==> src/rtl/nsf_pkg.sv <==
// Shared constants, types and helpers for the sentence framer ends
package nsf_pkg;

  // ****************************************************************
  // Timing
  // ****************************************************************
  localparam int CLK_HZ = 25000000;
  localparam int BAUD_BPS = 9600;
  localparam int BIT_CYC = CLK_HZ / BAUD_BPS;
  localparam int HALF_CYC = BIT_CYC / 2;
  localparam int MSG_RATE_HZ = 1;
  localparam int SEC_CYC = CLK_HZ / MSG_RATE_HZ;
  localparam logic [3:0] FRAME_BITS = 4'ha;
  localparam logic [3:0] STOP_BIT = 4'h9;
  localparam int SV_PER_MSG = 4;
  localparam logic [6:0] SV_ROUND = 7'(SV_PER_MSG - 1);

  // ****************************************************************
  // Characters and field positions
  // ****************************************************************
  localparam logic [7:0] CH_DOLLAR = 8'h24;
  localparam logic [7:0] CH_STAR = 8'h2a;
  localparam logic [7:0] CH_COMMA = 8'h2c;
  localparam logic [7:0] CH_CR = 8'h0d;
  localparam logic [7:0] CH_LF = 8'h0a;
  localparam logic [7:0] CH_3 = 8'h33;
  localparam logic [7:0] CH_5 = 8'h35;
  localparam logic [7:0] FIX_NONE = 8'h30;
  localparam logic [3:0] GGA_FIX_FLD = 4'h6;
  localparam logic [3:0] GGA_AGE_FLD = 4'hd;
  localparam logic [2:0] HEAD_LAST = 3'h6;
  localparam logic [15:0] TALK_GP = 16'h4750;
  localparam logic [15:0] TALK_GN = 16'h474e;
  localparam logic [15:0] TALK_GL = 16'h474c;

  // ****************************************************************
  // Types
  // ****************************************************************
  typedef enum logic [2:0] {
    MSG_GGA = 3'b000, MSG_GLL = 3'b001, MSG_GSA = 3'b010,
    MSG_GSV = 3'b011, MSG_RMC = 3'b100, MSG_VTG = 3'b101,
    MSG_ZDA = 3'b110
  } nsf_msg_t;

  typedef enum logic [1:0] {
    TK_GP = 2'b00, TK_GN = 2'b01, TK_GL = 2'b10
  } nsf_tk_t;

  typedef enum logic [3:0] {
    T_IDLE = 4'b0000, T_HEAD = 4'b0001, T_PAY = 4'b0010,
    T_STAR = 4'b0011, T_HEX1 = 4'b0100, T_HEX0 = 4'b0101,
    T_CR = 4'b0110, T_LF = 4'b0111, T_NEXT = 4'b1000
  } nsf_tx_st_t;

  typedef enum logic [2:0] {
    R_IDLE = 3'b000, R_BODY = 3'b001, R_H1 = 3'b010,
    R_H0 = 3'b011, R_CR = 3'b100, R_LF = 3'b101
  } nsf_rx_st_t;

  // ****************************************************************
  // Helpers
  // ****************************************************************
  function automatic logic [7:0] nsf_hex_char(input logic [3:0] v);
    if (v < 4'ha) return 8'h30 + {4'h0, v};
    return 8'h37 + {4'h0, v};
  endfunction

  function automatic logic [4:0] nsf_hex_val(input logic [7:0] c);
    logic [7:0] d;
    d = 8'h00;
    if (c >= 8'h30 && c <= 8'h39) d = c - 8'h30;
    else if (c >= 8'h41 && c <= 8'h46) d = c - 8'h37;
    else if (c >= 8'h61 && c <= 8'h66) d = c - 8'h57;
    else return 5'h00;
    return {1'b1, d[3:0]};
  endfunction

  function automatic logic [23:0] nsf_msg_id(input nsf_msg_t m);
    unique case (m)
      MSG_GGA: return 24'h474741;
      MSG_GLL: return 24'h474c4c;
      MSG_GSA: return 24'h475341;
      MSG_GSV: return 24'h475356;
      MSG_RMC: return 24'h524d43;
      MSG_VTG: return 24'h565447;
      default: return 24'h5a4441;
    endcase
  endfunction

endpackage

==> src/rtl/nsf_if.sv <==
// Serial lines joining the receiver end and the host end
`timescale 1ns/1ps
interface nsf_if;
  logic dev_txd;
  logic host_txd;
  modport dev (output dev_txd, input host_txd);
  modport host (input dev_txd, output host_txd);
endinterface

==> src/rtl/nsf_device.sv <==
// Receiver end: sentence scheduler, framer and input checker
// What this block does
// - Sentences out on TX, input on RX
// - 9600 baud, 8 data, 1 stop, no parity
// - Six sentence types each once a second
// - Date/time sentence off until enabled
// - Dollar start, CR LF end
// - Single comma between fields
// - Asterisk then two hex checksum digits
// - Checksum is XOR between dollar and asterisk
// - Empty output fields keep their commas
// - Input with empty field is discarded
// - Host splits sentences and verifies checksum
// - Host sends complete sentence with checksum
// - Four satellites per view sentence, repeat
// - Talker prefix follows positioning system
// - Minimum sentence GP until 3D fix
// - Fix-data fields in documented order
// - Fix indicator 3, 4 or 5 sent as 0
// - Correction age empty without differential
`timescale 1ns/1ps
module nsf_device import nsf_pkg::*; #(
  parameter int SEC_PER = SEC_CYC,
  parameter int BIT_PER = BIT_CYC
) (
  input wire logic clk,
  input wire logic nrst,
  nsf_if.dev lnk,
  input wire logic combined,
  input wire logic fix3d,
  input wire logic dgps_used,
  input wire logic [5:0] gp_sv_cnt,
  input wire logic [5:0] gl_sv_cnt,
  input wire logic zda_on,
  input wire logic zda_off,
  output logic [2:0] pl_msg,
  output logic [4:0] pl_part,
  output logic pl_gl,
  input wire logic [7:0] pl_data,
  input wire logic pl_valid,
  input wire logic pl_last,
  output logic pl_ready,
  output logic [7:0] in_data,
  output logic in_valid,
  output logic in_ok,
  output logic in_drop
);

  typedef struct packed {
    logic [24:0] sec;
    nsf_tx_st_t st;
    logic [2:0] idx;
    nsf_msg_t msg;
    nsf_tk_t tk;
    logic [4:0] part;
    logic gl_pass;
    logic [7:0] sum;
    logic [3:0] fld;
    logic zda_en;
  } nsf_dev_st_t;

  nsf_dev_st_t st_r, st_nxt;
  logic tx_v;
  logic tx_ready;
  logic [7:0] tx_ch;
  logic skip;
  logic [7:0] pch;
  logic [5:0] sel_cnt;
  logic [6:0] cnt7;
  logic [4:0] parts;
  logic [15:0] tkc;
  logic [23:0] idc;

  // ****************************************************************
  // Talker selection
  // ****************************************************************
  function automatic nsf_tk_t tk_of(input nsf_msg_t m, input logic cmb,
                                    input logic f3);
    tk_of = TK_GP;
    if (cmb && (m == MSG_GLL || m == MSG_GSA)) tk_of = TK_GN;
    if (cmb && f3 && m == MSG_RMC) tk_of = TK_GN;
  endfunction

  function automatic logic [15:0] tk_chars(input nsf_tk_t t);
    unique case (t)
      TK_GP: return TALK_GP;
      TK_GN: return TALK_GN;
      default: return TALK_GL;
    endcase
  endfunction

  // ****************************************************************
  // Serial link and input checker
  // ****************************************************************
  nsf_link #(.REJECT_EMPTY(1'b1), .BIT_PER(BIT_PER)) u_link (
    .clk(clk),
    .nrst(nrst),
    .tx_data(tx_ch),
    .tx_valid(tx_v),
    .tx_ready(tx_ready),
    .txd(lnk.dev_txd),
    .rxd(lnk.host_txd),
    .rx_data(in_data),
    .rx_valid(in_valid),
    .rx_ok(in_ok),
    .rx_drop(in_drop)
  );

  // ****************************************************************
  // Sentence scheduler and framer
  // ****************************************************************
  always_comb begin
    st_nxt = st_r;
    tx_v = 1'b0;
    tx_ch = CH_DOLLAR;
    pl_ready = 1'b0;
    skip = 1'b0;
    pch = pl_data;
    sel_cnt = st_r.gl_pass ? gl_sv_cnt : gp_sv_cnt;
    cnt7 = {1'b0, sel_cnt} + SV_ROUND;
    parts = (cnt7[6:2] == 5'h00) ? 5'h01 : cnt7[6:2];
    tkc = tk_chars(st_r.tk);
    idc = nsf_msg_id(st_r.msg);
    if (zda_on) st_nxt.zda_en = 1'b1;
    else if (zda_off) st_nxt.zda_en = 1'b0;
    if (st_r.sec == 25'h0000000) st_nxt.sec = 25'(SEC_PER - 1);
    else st_nxt.sec = st_r.sec - 25'h0000001;
    if (st_r.msg == MSG_GGA && st_r.fld == GGA_FIX_FLD &&
        pl_data >= CH_3 && pl_data <= CH_5) begin
      pch = FIX_NONE;
    end
    if (st_r.msg == MSG_GGA && st_r.fld == GGA_AGE_FLD && !dgps_used &&
        pl_data != CH_COMMA) begin
      skip = 1'b1;
    end
    unique case (st_r.st)
      T_IDLE: begin
        if (st_r.sec == 25'h0000000) begin
          st_nxt.st = T_HEAD;
          st_nxt.idx = 3'h0;
          st_nxt.msg = MSG_GGA;
          st_nxt.tk = TK_GP;
          st_nxt.part = 5'h00;
          st_nxt.gl_pass = 1'b0;
        end
      end
      T_HEAD: begin
        tx_v = 1'b1;
        case (st_r.idx)
          3'h0: tx_ch = CH_DOLLAR;
          3'h1: tx_ch = tkc[15:8];
          3'h2: tx_ch = tkc[7:0];
          3'h3: tx_ch = idc[23:16];
          3'h4: tx_ch = idc[15:8];
          3'h5: tx_ch = idc[7:0];
          default: tx_ch = CH_COMMA;
        endcase
        if (tx_ready) begin
          st_nxt.sum = (st_r.idx == 3'h0) ? 8'h00 : st_r.sum ^ tx_ch;
          st_nxt.idx = st_r.idx + 3'h1;
          if (st_r.idx == HEAD_LAST) begin
            st_nxt.st = T_PAY;
            st_nxt.fld = 4'h1;
          end
        end
      end
      T_PAY: begin
        pl_ready = tx_ready;
        tx_v = pl_valid & ~skip;
        tx_ch = pch;
        if (pl_valid && tx_ready) begin
          if (!skip) st_nxt.sum = st_r.sum ^ pch;
          if (pl_data == CH_COMMA) st_nxt.fld = st_r.fld + 4'h1;
          if (pl_last) st_nxt.st = T_STAR;
        end
      end
      T_STAR: begin
        tx_v = 1'b1;
        tx_ch = CH_STAR;
        if (tx_ready) st_nxt.st = T_HEX1;
      end
      T_HEX1: begin
        tx_v = 1'b1;
        tx_ch = nsf_hex_char(st_r.sum[7:4]);
        if (tx_ready) st_nxt.st = T_HEX0;
      end
      T_HEX0: begin
        tx_v = 1'b1;
        tx_ch = nsf_hex_char(st_r.sum[3:0]);
        if (tx_ready) st_nxt.st = T_CR;
      end
      T_CR: begin
        tx_v = 1'b1;
        tx_ch = CH_CR;
        if (tx_ready) st_nxt.st = T_LF;
      end
      T_LF: begin
        tx_v = 1'b1;
        tx_ch = CH_LF;
        if (tx_ready) st_nxt.st = T_NEXT;
      end
      T_NEXT: begin
        st_nxt.st = T_HEAD;
        st_nxt.idx = 3'h0;
        if (st_r.msg == MSG_GSV && (st_r.part + 5'h01) < parts) begin
          st_nxt.part = st_r.part + 5'h01;
        end else if (st_r.msg == MSG_GSV && !st_r.gl_pass && combined) begin
          st_nxt.gl_pass = 1'b1;
          st_nxt.part = 5'h00;
          st_nxt.tk = TK_GL;
        end else begin
          st_nxt.part = 5'h00;
          st_nxt.gl_pass = 1'b0;
          unique case (st_r.msg)
            MSG_GGA: st_nxt.msg = MSG_GLL;
            MSG_GLL: st_nxt.msg = MSG_GSA;
            MSG_GSA: st_nxt.msg = MSG_GSV;
            MSG_GSV: st_nxt.msg = MSG_RMC;
            MSG_RMC: st_nxt.msg = MSG_VTG;
            MSG_VTG: begin
              if (st_r.zda_en) st_nxt.msg = MSG_ZDA;
              else st_nxt.st = T_IDLE;
            end
            default: st_nxt.st = T_IDLE;
          endcase
          st_nxt.tk = tk_of(st_nxt.msg, combined, fix3d);
        end
      end
      default: st_nxt.st = T_IDLE;
    endcase
  end

  always_ff @(posedge clk or negedge nrst) begin
    if (!nrst) begin
      st_r <= '0;
    end else begin
      st_r <= st_nxt;
    end
  end

  assign pl_msg = st_r.msg;
  assign pl_part = st_r.part;
  assign pl_gl = st_r.gl_pass;

endmodule

==> src/rtl/nsf_link.sv <==
// Character serialiser, deserialiser and sentence checker
`timescale 1ns/1ps
module nsf_link import nsf_pkg::*; #(
  parameter bit REJECT_EMPTY = 1'b0,
  parameter int BIT_PER = BIT_CYC
) (
  input wire logic clk,
  input wire logic nrst,
  input wire logic [7:0] tx_data,
  input wire logic tx_valid,
  output logic tx_ready,
  output logic txd,
  input wire logic rxd,
  output logic [7:0] rx_data,
  output logic rx_valid,
  output logic rx_ok,
  output logic rx_drop
);

  typedef struct packed {
    logic [11:0] tcnt;
    logic [3:0] tbit;
    logic [9:0] tsh;
    logic tbusy;
    logic txd_low;
    logic [11:0] rcnt;
    logic [3:0] rbit;
    logic [7:0] rsh;
    logic rbusy;
    nsf_rx_st_t fst;
    logic [7:0] sum;
    logic [7:0] got;
    logic sep;
    logic empty;
    logic [7:0] odata;
    logic ovalid;
    logic ok;
    logic drop;
  } nsf_link_st_t;

  nsf_link_st_t st_r, st_nxt;
  logic byte_v;
  logic [7:0] ch;
  logic [4:0] hv;

  // ****************************************************************
  // Character timing and sentence check
  // ****************************************************************
  always_comb begin
    st_nxt = st_r;
    st_nxt.ovalid = 1'b0;
    st_nxt.ok = 1'b0;
    st_nxt.drop = 1'b0;
    byte_v = 1'b0;
    ch = st_r.rsh;
    hv = nsf_hex_val(st_r.rsh);
    // Start, eight data, stop, no parity
    if (!st_r.tbusy) begin
      if (tx_valid) begin
        st_nxt.tsh = {1'b1, tx_data, 1'b0};
        st_nxt.tbit = FRAME_BITS;
        st_nxt.tcnt = 12'(BIT_PER - 1);
        st_nxt.tbusy = 1'b1;
      end
    end else if (st_r.tcnt == 12'h000) begin
      st_nxt.tcnt = 12'(BIT_PER - 1);
      if (st_r.tbit == 4'h1) begin
        st_nxt.tbusy = 1'b0;
      end else begin
        st_nxt.tsh = {1'b1, st_r.tsh[9:1]};
        st_nxt.tbit = st_r.tbit - 4'h1;
      end
    end else begin
      st_nxt.tcnt = st_r.tcnt - 12'h001;
    end
    st_nxt.txd_low = st_nxt.tbusy & ~st_nxt.tsh[0];
    if (!st_r.rbusy) begin
      if (!rxd) begin
        st_nxt.rbusy = 1'b1;
        st_nxt.rcnt = 12'(BIT_PER / 2 - 1);
        st_nxt.rbit = 4'h0;
      end
    end else if (st_r.rcnt != 12'h000) begin
      st_nxt.rcnt = st_r.rcnt - 12'h001;
    end else begin
      st_nxt.rcnt = 12'(BIT_PER - 1);
      st_nxt.rbit = st_r.rbit + 4'h1;
      if (st_r.rbit == 4'h0) begin
        if (rxd) st_nxt.rbusy = 1'b0;
      end else if (st_r.rbit < STOP_BIT) begin
        st_nxt.rsh = {rxd, st_r.rsh[7:1]};
      end else begin
        st_nxt.rbusy = 1'b0;
        byte_v = rxd;
      end
    end
    if (byte_v) begin
      if (ch == CH_DOLLAR) begin
        st_nxt.drop = (st_r.fst != R_IDLE);
        st_nxt.fst = R_BODY;
        st_nxt.sum = 8'h00;
        st_nxt.sep = 1'b1;
        st_nxt.empty = 1'b0;
      end else begin
        unique case (st_r.fst)
          R_IDLE: st_nxt.fst = R_IDLE;
          R_BODY: begin
            if (ch == CH_STAR) begin
              st_nxt.empty = st_r.empty | (st_r.sep & REJECT_EMPTY);
              st_nxt.fst = R_H1;
            end else if (ch == CH_CR || ch == CH_LF) begin
              st_nxt.fst = R_IDLE;
              st_nxt.drop = 1'b1;
            end else begin
              st_nxt.sum = st_r.sum ^ ch;
              st_nxt.sep = (ch == CH_COMMA);
              if (ch == CH_COMMA && st_r.sep && REJECT_EMPTY) begin
                st_nxt.empty = 1'b1;
              end
              st_nxt.odata = ch;
              st_nxt.ovalid = 1'b1;
            end
          end
          R_H1: begin
            st_nxt.got[7:4] = hv[3:0];
            st_nxt.fst = hv[4] ? R_H0 : R_IDLE;
            st_nxt.drop = ~hv[4];
          end
          R_H0: begin
            st_nxt.got[3:0] = hv[3:0];
            st_nxt.fst = hv[4] ? R_CR : R_IDLE;
            st_nxt.drop = ~hv[4];
          end
          R_CR: begin
            st_nxt.fst = (ch == CH_CR) ? R_LF : R_IDLE;
            st_nxt.drop = (ch != CH_CR);
          end
          R_LF: begin
            st_nxt.fst = R_IDLE;
            if (ch == CH_LF && st_r.got == st_r.sum && !st_r.empty) begin
              st_nxt.ok = 1'b1;
            end else begin
              st_nxt.drop = 1'b1;
            end
          end
          default: st_nxt.fst = R_IDLE;
        endcase
      end
    end
  end

  always_ff @(posedge clk or negedge nrst) begin
    if (!nrst) begin
      st_r <= '0;
    end else begin
      st_r <= st_nxt;
    end
  end

  assign tx_ready = ~st_r.tbusy;
  assign txd = ~st_r.txd_low;
  assign rx_data = st_r.odata;
  assign rx_valid = st_r.ovalid;
  assign rx_ok = st_r.ok;
  assign rx_drop = st_r.drop;

endmodule

==> src/flat_wrapper.sv <==
// flat-port wrapper written by rule: the top's interface ports become plain ports
module nsf_device_flat import nsf_pkg::*;
#(
  parameter int SEC_PER = SEC_CYC,
  parameter int BIT_PER = BIT_CYC
)
  (clk, nrst, combined, fix3d, dgps_used, gp_sv_cnt, gl_sv_cnt, zda_on, zda_off, pl_msg, pl_part, pl_gl, pl_data, pl_valid, pl_last, pl_ready, in_data, in_valid, in_ok, in_drop, lnk_dev_txd, lnk_host_txd);
  nsf_if lnk_i ();
  input wire logic clk;
  input wire logic nrst;
  input wire logic combined;
  input wire logic fix3d;
  input wire logic dgps_used;
  input wire logic [5:0] gp_sv_cnt;
  input wire logic [5:0] gl_sv_cnt;
  input wire logic zda_on;
  input wire logic zda_off;
  output logic [2:0] pl_msg;
  output logic [4:0] pl_part;
  output logic pl_gl;
  input wire logic [7:0] pl_data;
  input wire logic pl_valid;
  input wire logic pl_last;
  output logic pl_ready;
  output logic [7:0] in_data;
  output logic in_valid;
  output logic in_ok;
  output logic in_drop;
  output wire logic [$bits(lnk_i.dev_txd)-1:0] lnk_dev_txd;
  input wire logic [$bits(lnk_i.host_txd)-1:0] lnk_host_txd;
  assign lnk_dev_txd = lnk_i.dev_txd;
  assign lnk_i.host_txd = lnk_host_txd;
  nsf_device #(.SEC_PER(SEC_PER), .BIT_PER(BIT_PER)) u_core (.clk(clk), .nrst(nrst), .lnk(lnk_i), .combined(combined), .fix3d(fix3d), .dgps_used(dgps_used), .gp_sv_cnt(gp_sv_cnt), .gl_sv_cnt(gl_sv_cnt), .zda_on(zda_on), .zda_off(zda_off), .pl_msg(pl_msg), .pl_part(pl_part), .pl_gl(pl_gl), .pl_data(pl_data), .pl_valid(pl_valid), .pl_last(pl_last), .pl_ready(pl_ready), .in_data(in_data), .in_valid(in_valid), .in_ok(in_ok), .in_drop(in_drop));
endmodule
==> config.mk <==
export PLATFORM = sky130hd
export DESIGN_NAME = nsf_device_flat
export DESIGN_NICKNAME = d
export VERILOG_FILES = /design/src/rtl/nsf_pkg.sv /design/src/rtl/nsf_if.sv /design/src/rtl/nsf_device.sv /design/src/rtl/nsf_link.sv /design/src/flat_wrapper.sv
export SDC_FILE = /design/constraint.sdc
export NUM_CORES = 1
export LEC_CHECK = 0
export BUFFER_PORTS_ARGS = -buffer_cell sky130_fd_sc_hd__buf_2
export CAP_MARGIN = 20
export CORE_UTILIZATION = 45
export CTS_CLUSTER_SIZE = 20
export DETAILED_ROUTE_END_ITERATION = 12
export PLACE_DENSITY_LB_ADDON = 0.15
export SLEW_MARGIN = 20
export SYNTH_ARGS = -nofsm -noshare
export SYNTH_HDL_FRONTEND = slang
export SYNTH_SLANG_ARGS = --single-unit
==> constraint.sdc <==
create_clock -name clk -period 6.8 [get_ports clk]
set_input_delay 0.34 -clock clk [delete_from_list [all_inputs] [get_ports clk]]
set_output_delay 0.34 -clock clk [all_outputs]
set_load 0.05 [all_outputs]
==> flow_metrics.py <==
metrics = {
    "synth": {
        "yosysMostFrequentCell": "dfrtp_1",
        "synth_top_area_share_pct": 41.6,
        "synth-edff-count": 0,
        "ys.flop_type": "dfrtp_1",
        "synth_seq_cells": 140,
        "synthTopCellsByCount": "dfrtp_1 (140), nand2_1 (93), nor2_1 (73), o21ai_0 (72), a21oi_1 (55)",
        "async_reset_ff_share_pct": 100,
        "ys_warn_count": 0,
        "syn_avg_cell_area_um2": 8.93,
        "yosys-top-cells-area": "dfrtp_1 (42%), ha_1 (4.3%), o21ai_0 (4.3%)",
        "synth.distinct_cells": 78,
        "synthCells": 943,
        "ys_seq_area_share_pct": 41.6,
        "synth_nets": 1002,
        "synth_top_cell_by_area": "dfrtp_1",
        "synth_area_um2": 8420,
    },
    "sta": {
        "tightest_slew_ns": 1.03,
        "rsz0062_at_grt": "false",
        "layout_setup_ws_ns": 3.45,
        "setup-tns-final_ns": 0,
        "drv_slew": 0,
        "finalSetupViolations": 0,
        "relSlewSlack_pct": 30.7,
        "fmax_ghz": 0.299,
        "period_needed_ns": 3.35,
        "hold_viol_final": 0,
        "finClkSkew_ns": 0.0117,
        "finalCritPeriodShare_pct": 49.2,
    },
    "place": {
        "place_congestion": 0.850,
        "dpl.hpwl_um": 12800,
        "place_ws_ns": 3.45,
        "dpl_cell_area_um2": 8700,
        "port_buffers": 51,
    },
    "die": {
        "start_util_pct": 46.4,
        "rows": 49,
        "io_pins": 52,
        "coreArea_um2": 18100,
        "chipWidth_um": 139,
        "dieArea_um2": 19300,
        "die_h_um": 139,
    },
    "power": {
        "p_leak_nw": 4.03,
        "p_seq_share_pct": 43.7,
        "p_int_w": 0.00158,
        "pwr-share-clk_pct": 51.4,
        "netSwitchingFraction_pct": 22.0,
        "power.switching_w": 0.000443,
        "powerDensity_nw_per_um2": 215,
        "comb_power_share_pct": 4.9,
        "ir_drop_v": 0.000161,
    },
    "worst_setup_path": {
        "cp.required_ns": 7.11,
        "cpPeakStageDelay_ns": 0.84,
        "path_cells": "nor4_1, and4_1, nand3_2, nor3b_2, mux2_2",
        "worstPathMaxFanout": 23,
        "path_buf_inv": 0,
        "path_delay_family": "simple AND/OR/NAND/NOR gates",
        "r2r_end": "u_core.u_link.rx_data[6]",
        "reg2regPathDepth": 5,
        "critPathLaunchType": "flip-flop",
        "worstSetupEndpointType": "flip-flop",
        "ff2ff_setup_slack_ns": 3.45,
        "worstSetupPathType": "flip-flop to flip-flop",
        "r2r_start": "u_core.u_link.st_r[49]",
        "worstPathArrival_ns": 3.66,
        "critPathSlowestCell": "nor3b_2",
    },
    "cells_and_area": {
        "post-route-cell-area_um2": 9370,
        "fill_cells": 1684,
        "multi_input_area_um2": 4460,
        "regArea_um2": 3500,
        "antenna_cells": 0,
        "area_delta_synth_final_pct": 11.3,
        "drive_gt1_share_pct": 13.1,
        "nets": 1017,
    },
    "run_status": {
        "violations": "DRC",
        "status": "finished, violations left",
    },
    "clock_network": {
        "htree_levels": 4,
        "cts_resized": 0,
        "cts_tree": "yes",
        "cts-root-buf": "clkbuf_16",
        "clkTransAtPathRegs_ns": 0.06,
        "clock_latency_ns": 0.43,
        "clkSinkCount": 140,
        "clk_path_buf_depth": 2,
        "cts_setup_buffers": 0,
        "cts_buffers": 17,
        "ctsHoldBuffers": 0,
    },
    "global_routing": {
        "use_met2_pct": 32.3,
        "grt_overflow_total": 0,
        "grt_max_degree": 92,
        "met3_usage_pct": 4.66,
        "met1_usage_pct": 27.7,
        "busiest_layer": "met2",
        "grt_util_all_layers_pct": 20.3,
        "antenna_found_initial": 0,
        "grt_pass1_vias": 6438,
        "grt_pass1_wl_um": 31900,
    },
    "detailed_routing": {
        "via_per_inst": 5.70,
        "drt_iter0_drc": 428,
        "num_vias": 6838,
        "dr.pass1.iters": 9,
        "postRouteAntennaNets": 0,
        "wl_um": 18400,
        "drc_errors": 6,
        "wl_per_cell_um": 15.4,
    },
    "hold_path": {
        "min_path_type": "input port to asynchronous set/reset pin",
    },
    "flow_run": {
        "drv_cap": 0,
    },
}
[worst register-to-register path, stage by stage, from the launching register on]
cell,delay [ns]
dfrtp_1,0.42
nor4_1,0.68
and4_1,0.47
nand3_2,0.42
nor3b_2,0.84
mux2_2,0.41
[sequential cells by signal, indices dropped and copies added (netlist names)]
name,count
u_core.u_link.rx_valid,1
u_core.u_link.rx_ok,1
u_core.pl_gl,1
u_core.pl_msg,3
u_core.u_link.ch,8
u_core.pl_part,5
u_core.u_link.rx_drop,1
u_core.u_link.st_r,66
u_core.u_link.rx_data,8
u_core.st_r,46
[power by group through the flow]
stage / logic [W] / clock network, W / registers, W
floorplan: 0.0000655 / 0 / 0.000886
global placement: 0.000102 / 0 / 0.000895
detailed placement: 0.000101 / 0 / 0.000897
CTS: 0.000102 / 0.00106 / 0.000881
global route: 0.000117 / 0.00110 / 0.000886
finish: 0.0000990 / 0.00104 / 0.000882
[area by class of cell]
class	instances	area share (%)
multi-input combinational	698	47.6
clock inverter	10	1.99
tap	229	3.06
timing repair buffer	55	3.11
clock buffer	21	5.02
sequential	140	37.4
inverter	46	1.84
[worst max-delay path by stage]
stage	from	endpoint	slack (ns)	cells after the start
after detailed placement	u_core.u_link.st_r[49]	u_core.u_link.rx_data[6]	3.45	5
after CTS	u_core.u_link.st_r[49]	u_core.u_link.rx_data[6]	3.44	5
after floorplan	u_core.pl_gl	u_core.st_r[19]	3.64	13
final	u_core.u_link.st_r[49]	u_core.u_link.rx_data[6]	3.45	5
after global placement	u_core.pl_gl	u_core.st_r[19]	3.54	12
after global routing	u_core.u_link.st_r[49]	u_core.u_link.rx_data[6]	3.21	5
[cell families (layout without fill, tap and decap cells)]
logic type                 count (synthesis)  after routing  synth area share [%]
adders and majority gates                 29             29                  4.31
xor gates and xnor gates                  46             46                  4.78
AOI/OAI and AO/OA                        247            247                  18.8
muxes                                     25             25                  3.30
buffers and inverters                    105            132                  5.56
and+or+nand+nor                          351            351                  21.7
DFF                                      140            140                  41.6
[metal layers]
metal  vias up  wire, um
li1       3431         -
met1      3267      8870
met2       123      8610
met3        17       721
met4         0       210
met5         -         0
[cells in the final DEF (no fill, tap or decap), types with 5 or more instances in the layout]
master / instances
a31oi_1: 22
o21ai_0: 72
inv_1: 46
nand3_1: 23
or3_1: 11
ha_1: 29
dfrtp_1: 140
nand2_1: 93
a211oi_1: 6
nand2b_1: 20
a21oi_1: 55
nor2_1: 73
a221oi_1: 5
xor2_1: 25
a22oi_1: 7
a21o_1: 7
or4_1: 7
nor3_1: 27
mux2_2: 22
nand3b_1: 7
a221o_1: 9
or2_2: 5
nor2b_1: 19
clkbuf_16: 17
o22ai_1: 5
o31ai_1: 7
xnor2_1: 21
bufinv_16: 5
buf_2: 50
and3_1: 10
nor4_1: 18
[stage by stage]
stage	cells	power, W	hold slack, ns	util [%]
after detailed placement	1168	0.000998	0.456	48.0
after global routing	1199	0.00210	0.0725	51.6
after floorplan	943	0.000952	0.0444	-
final	1199	0.00202	0.00723	51.6
after global placement	1168	0.000997	0.458	48.0
after CTS	1199	0.00205	0.0395	51.6
Note: power is estimated with default switching activity, not from simulation.
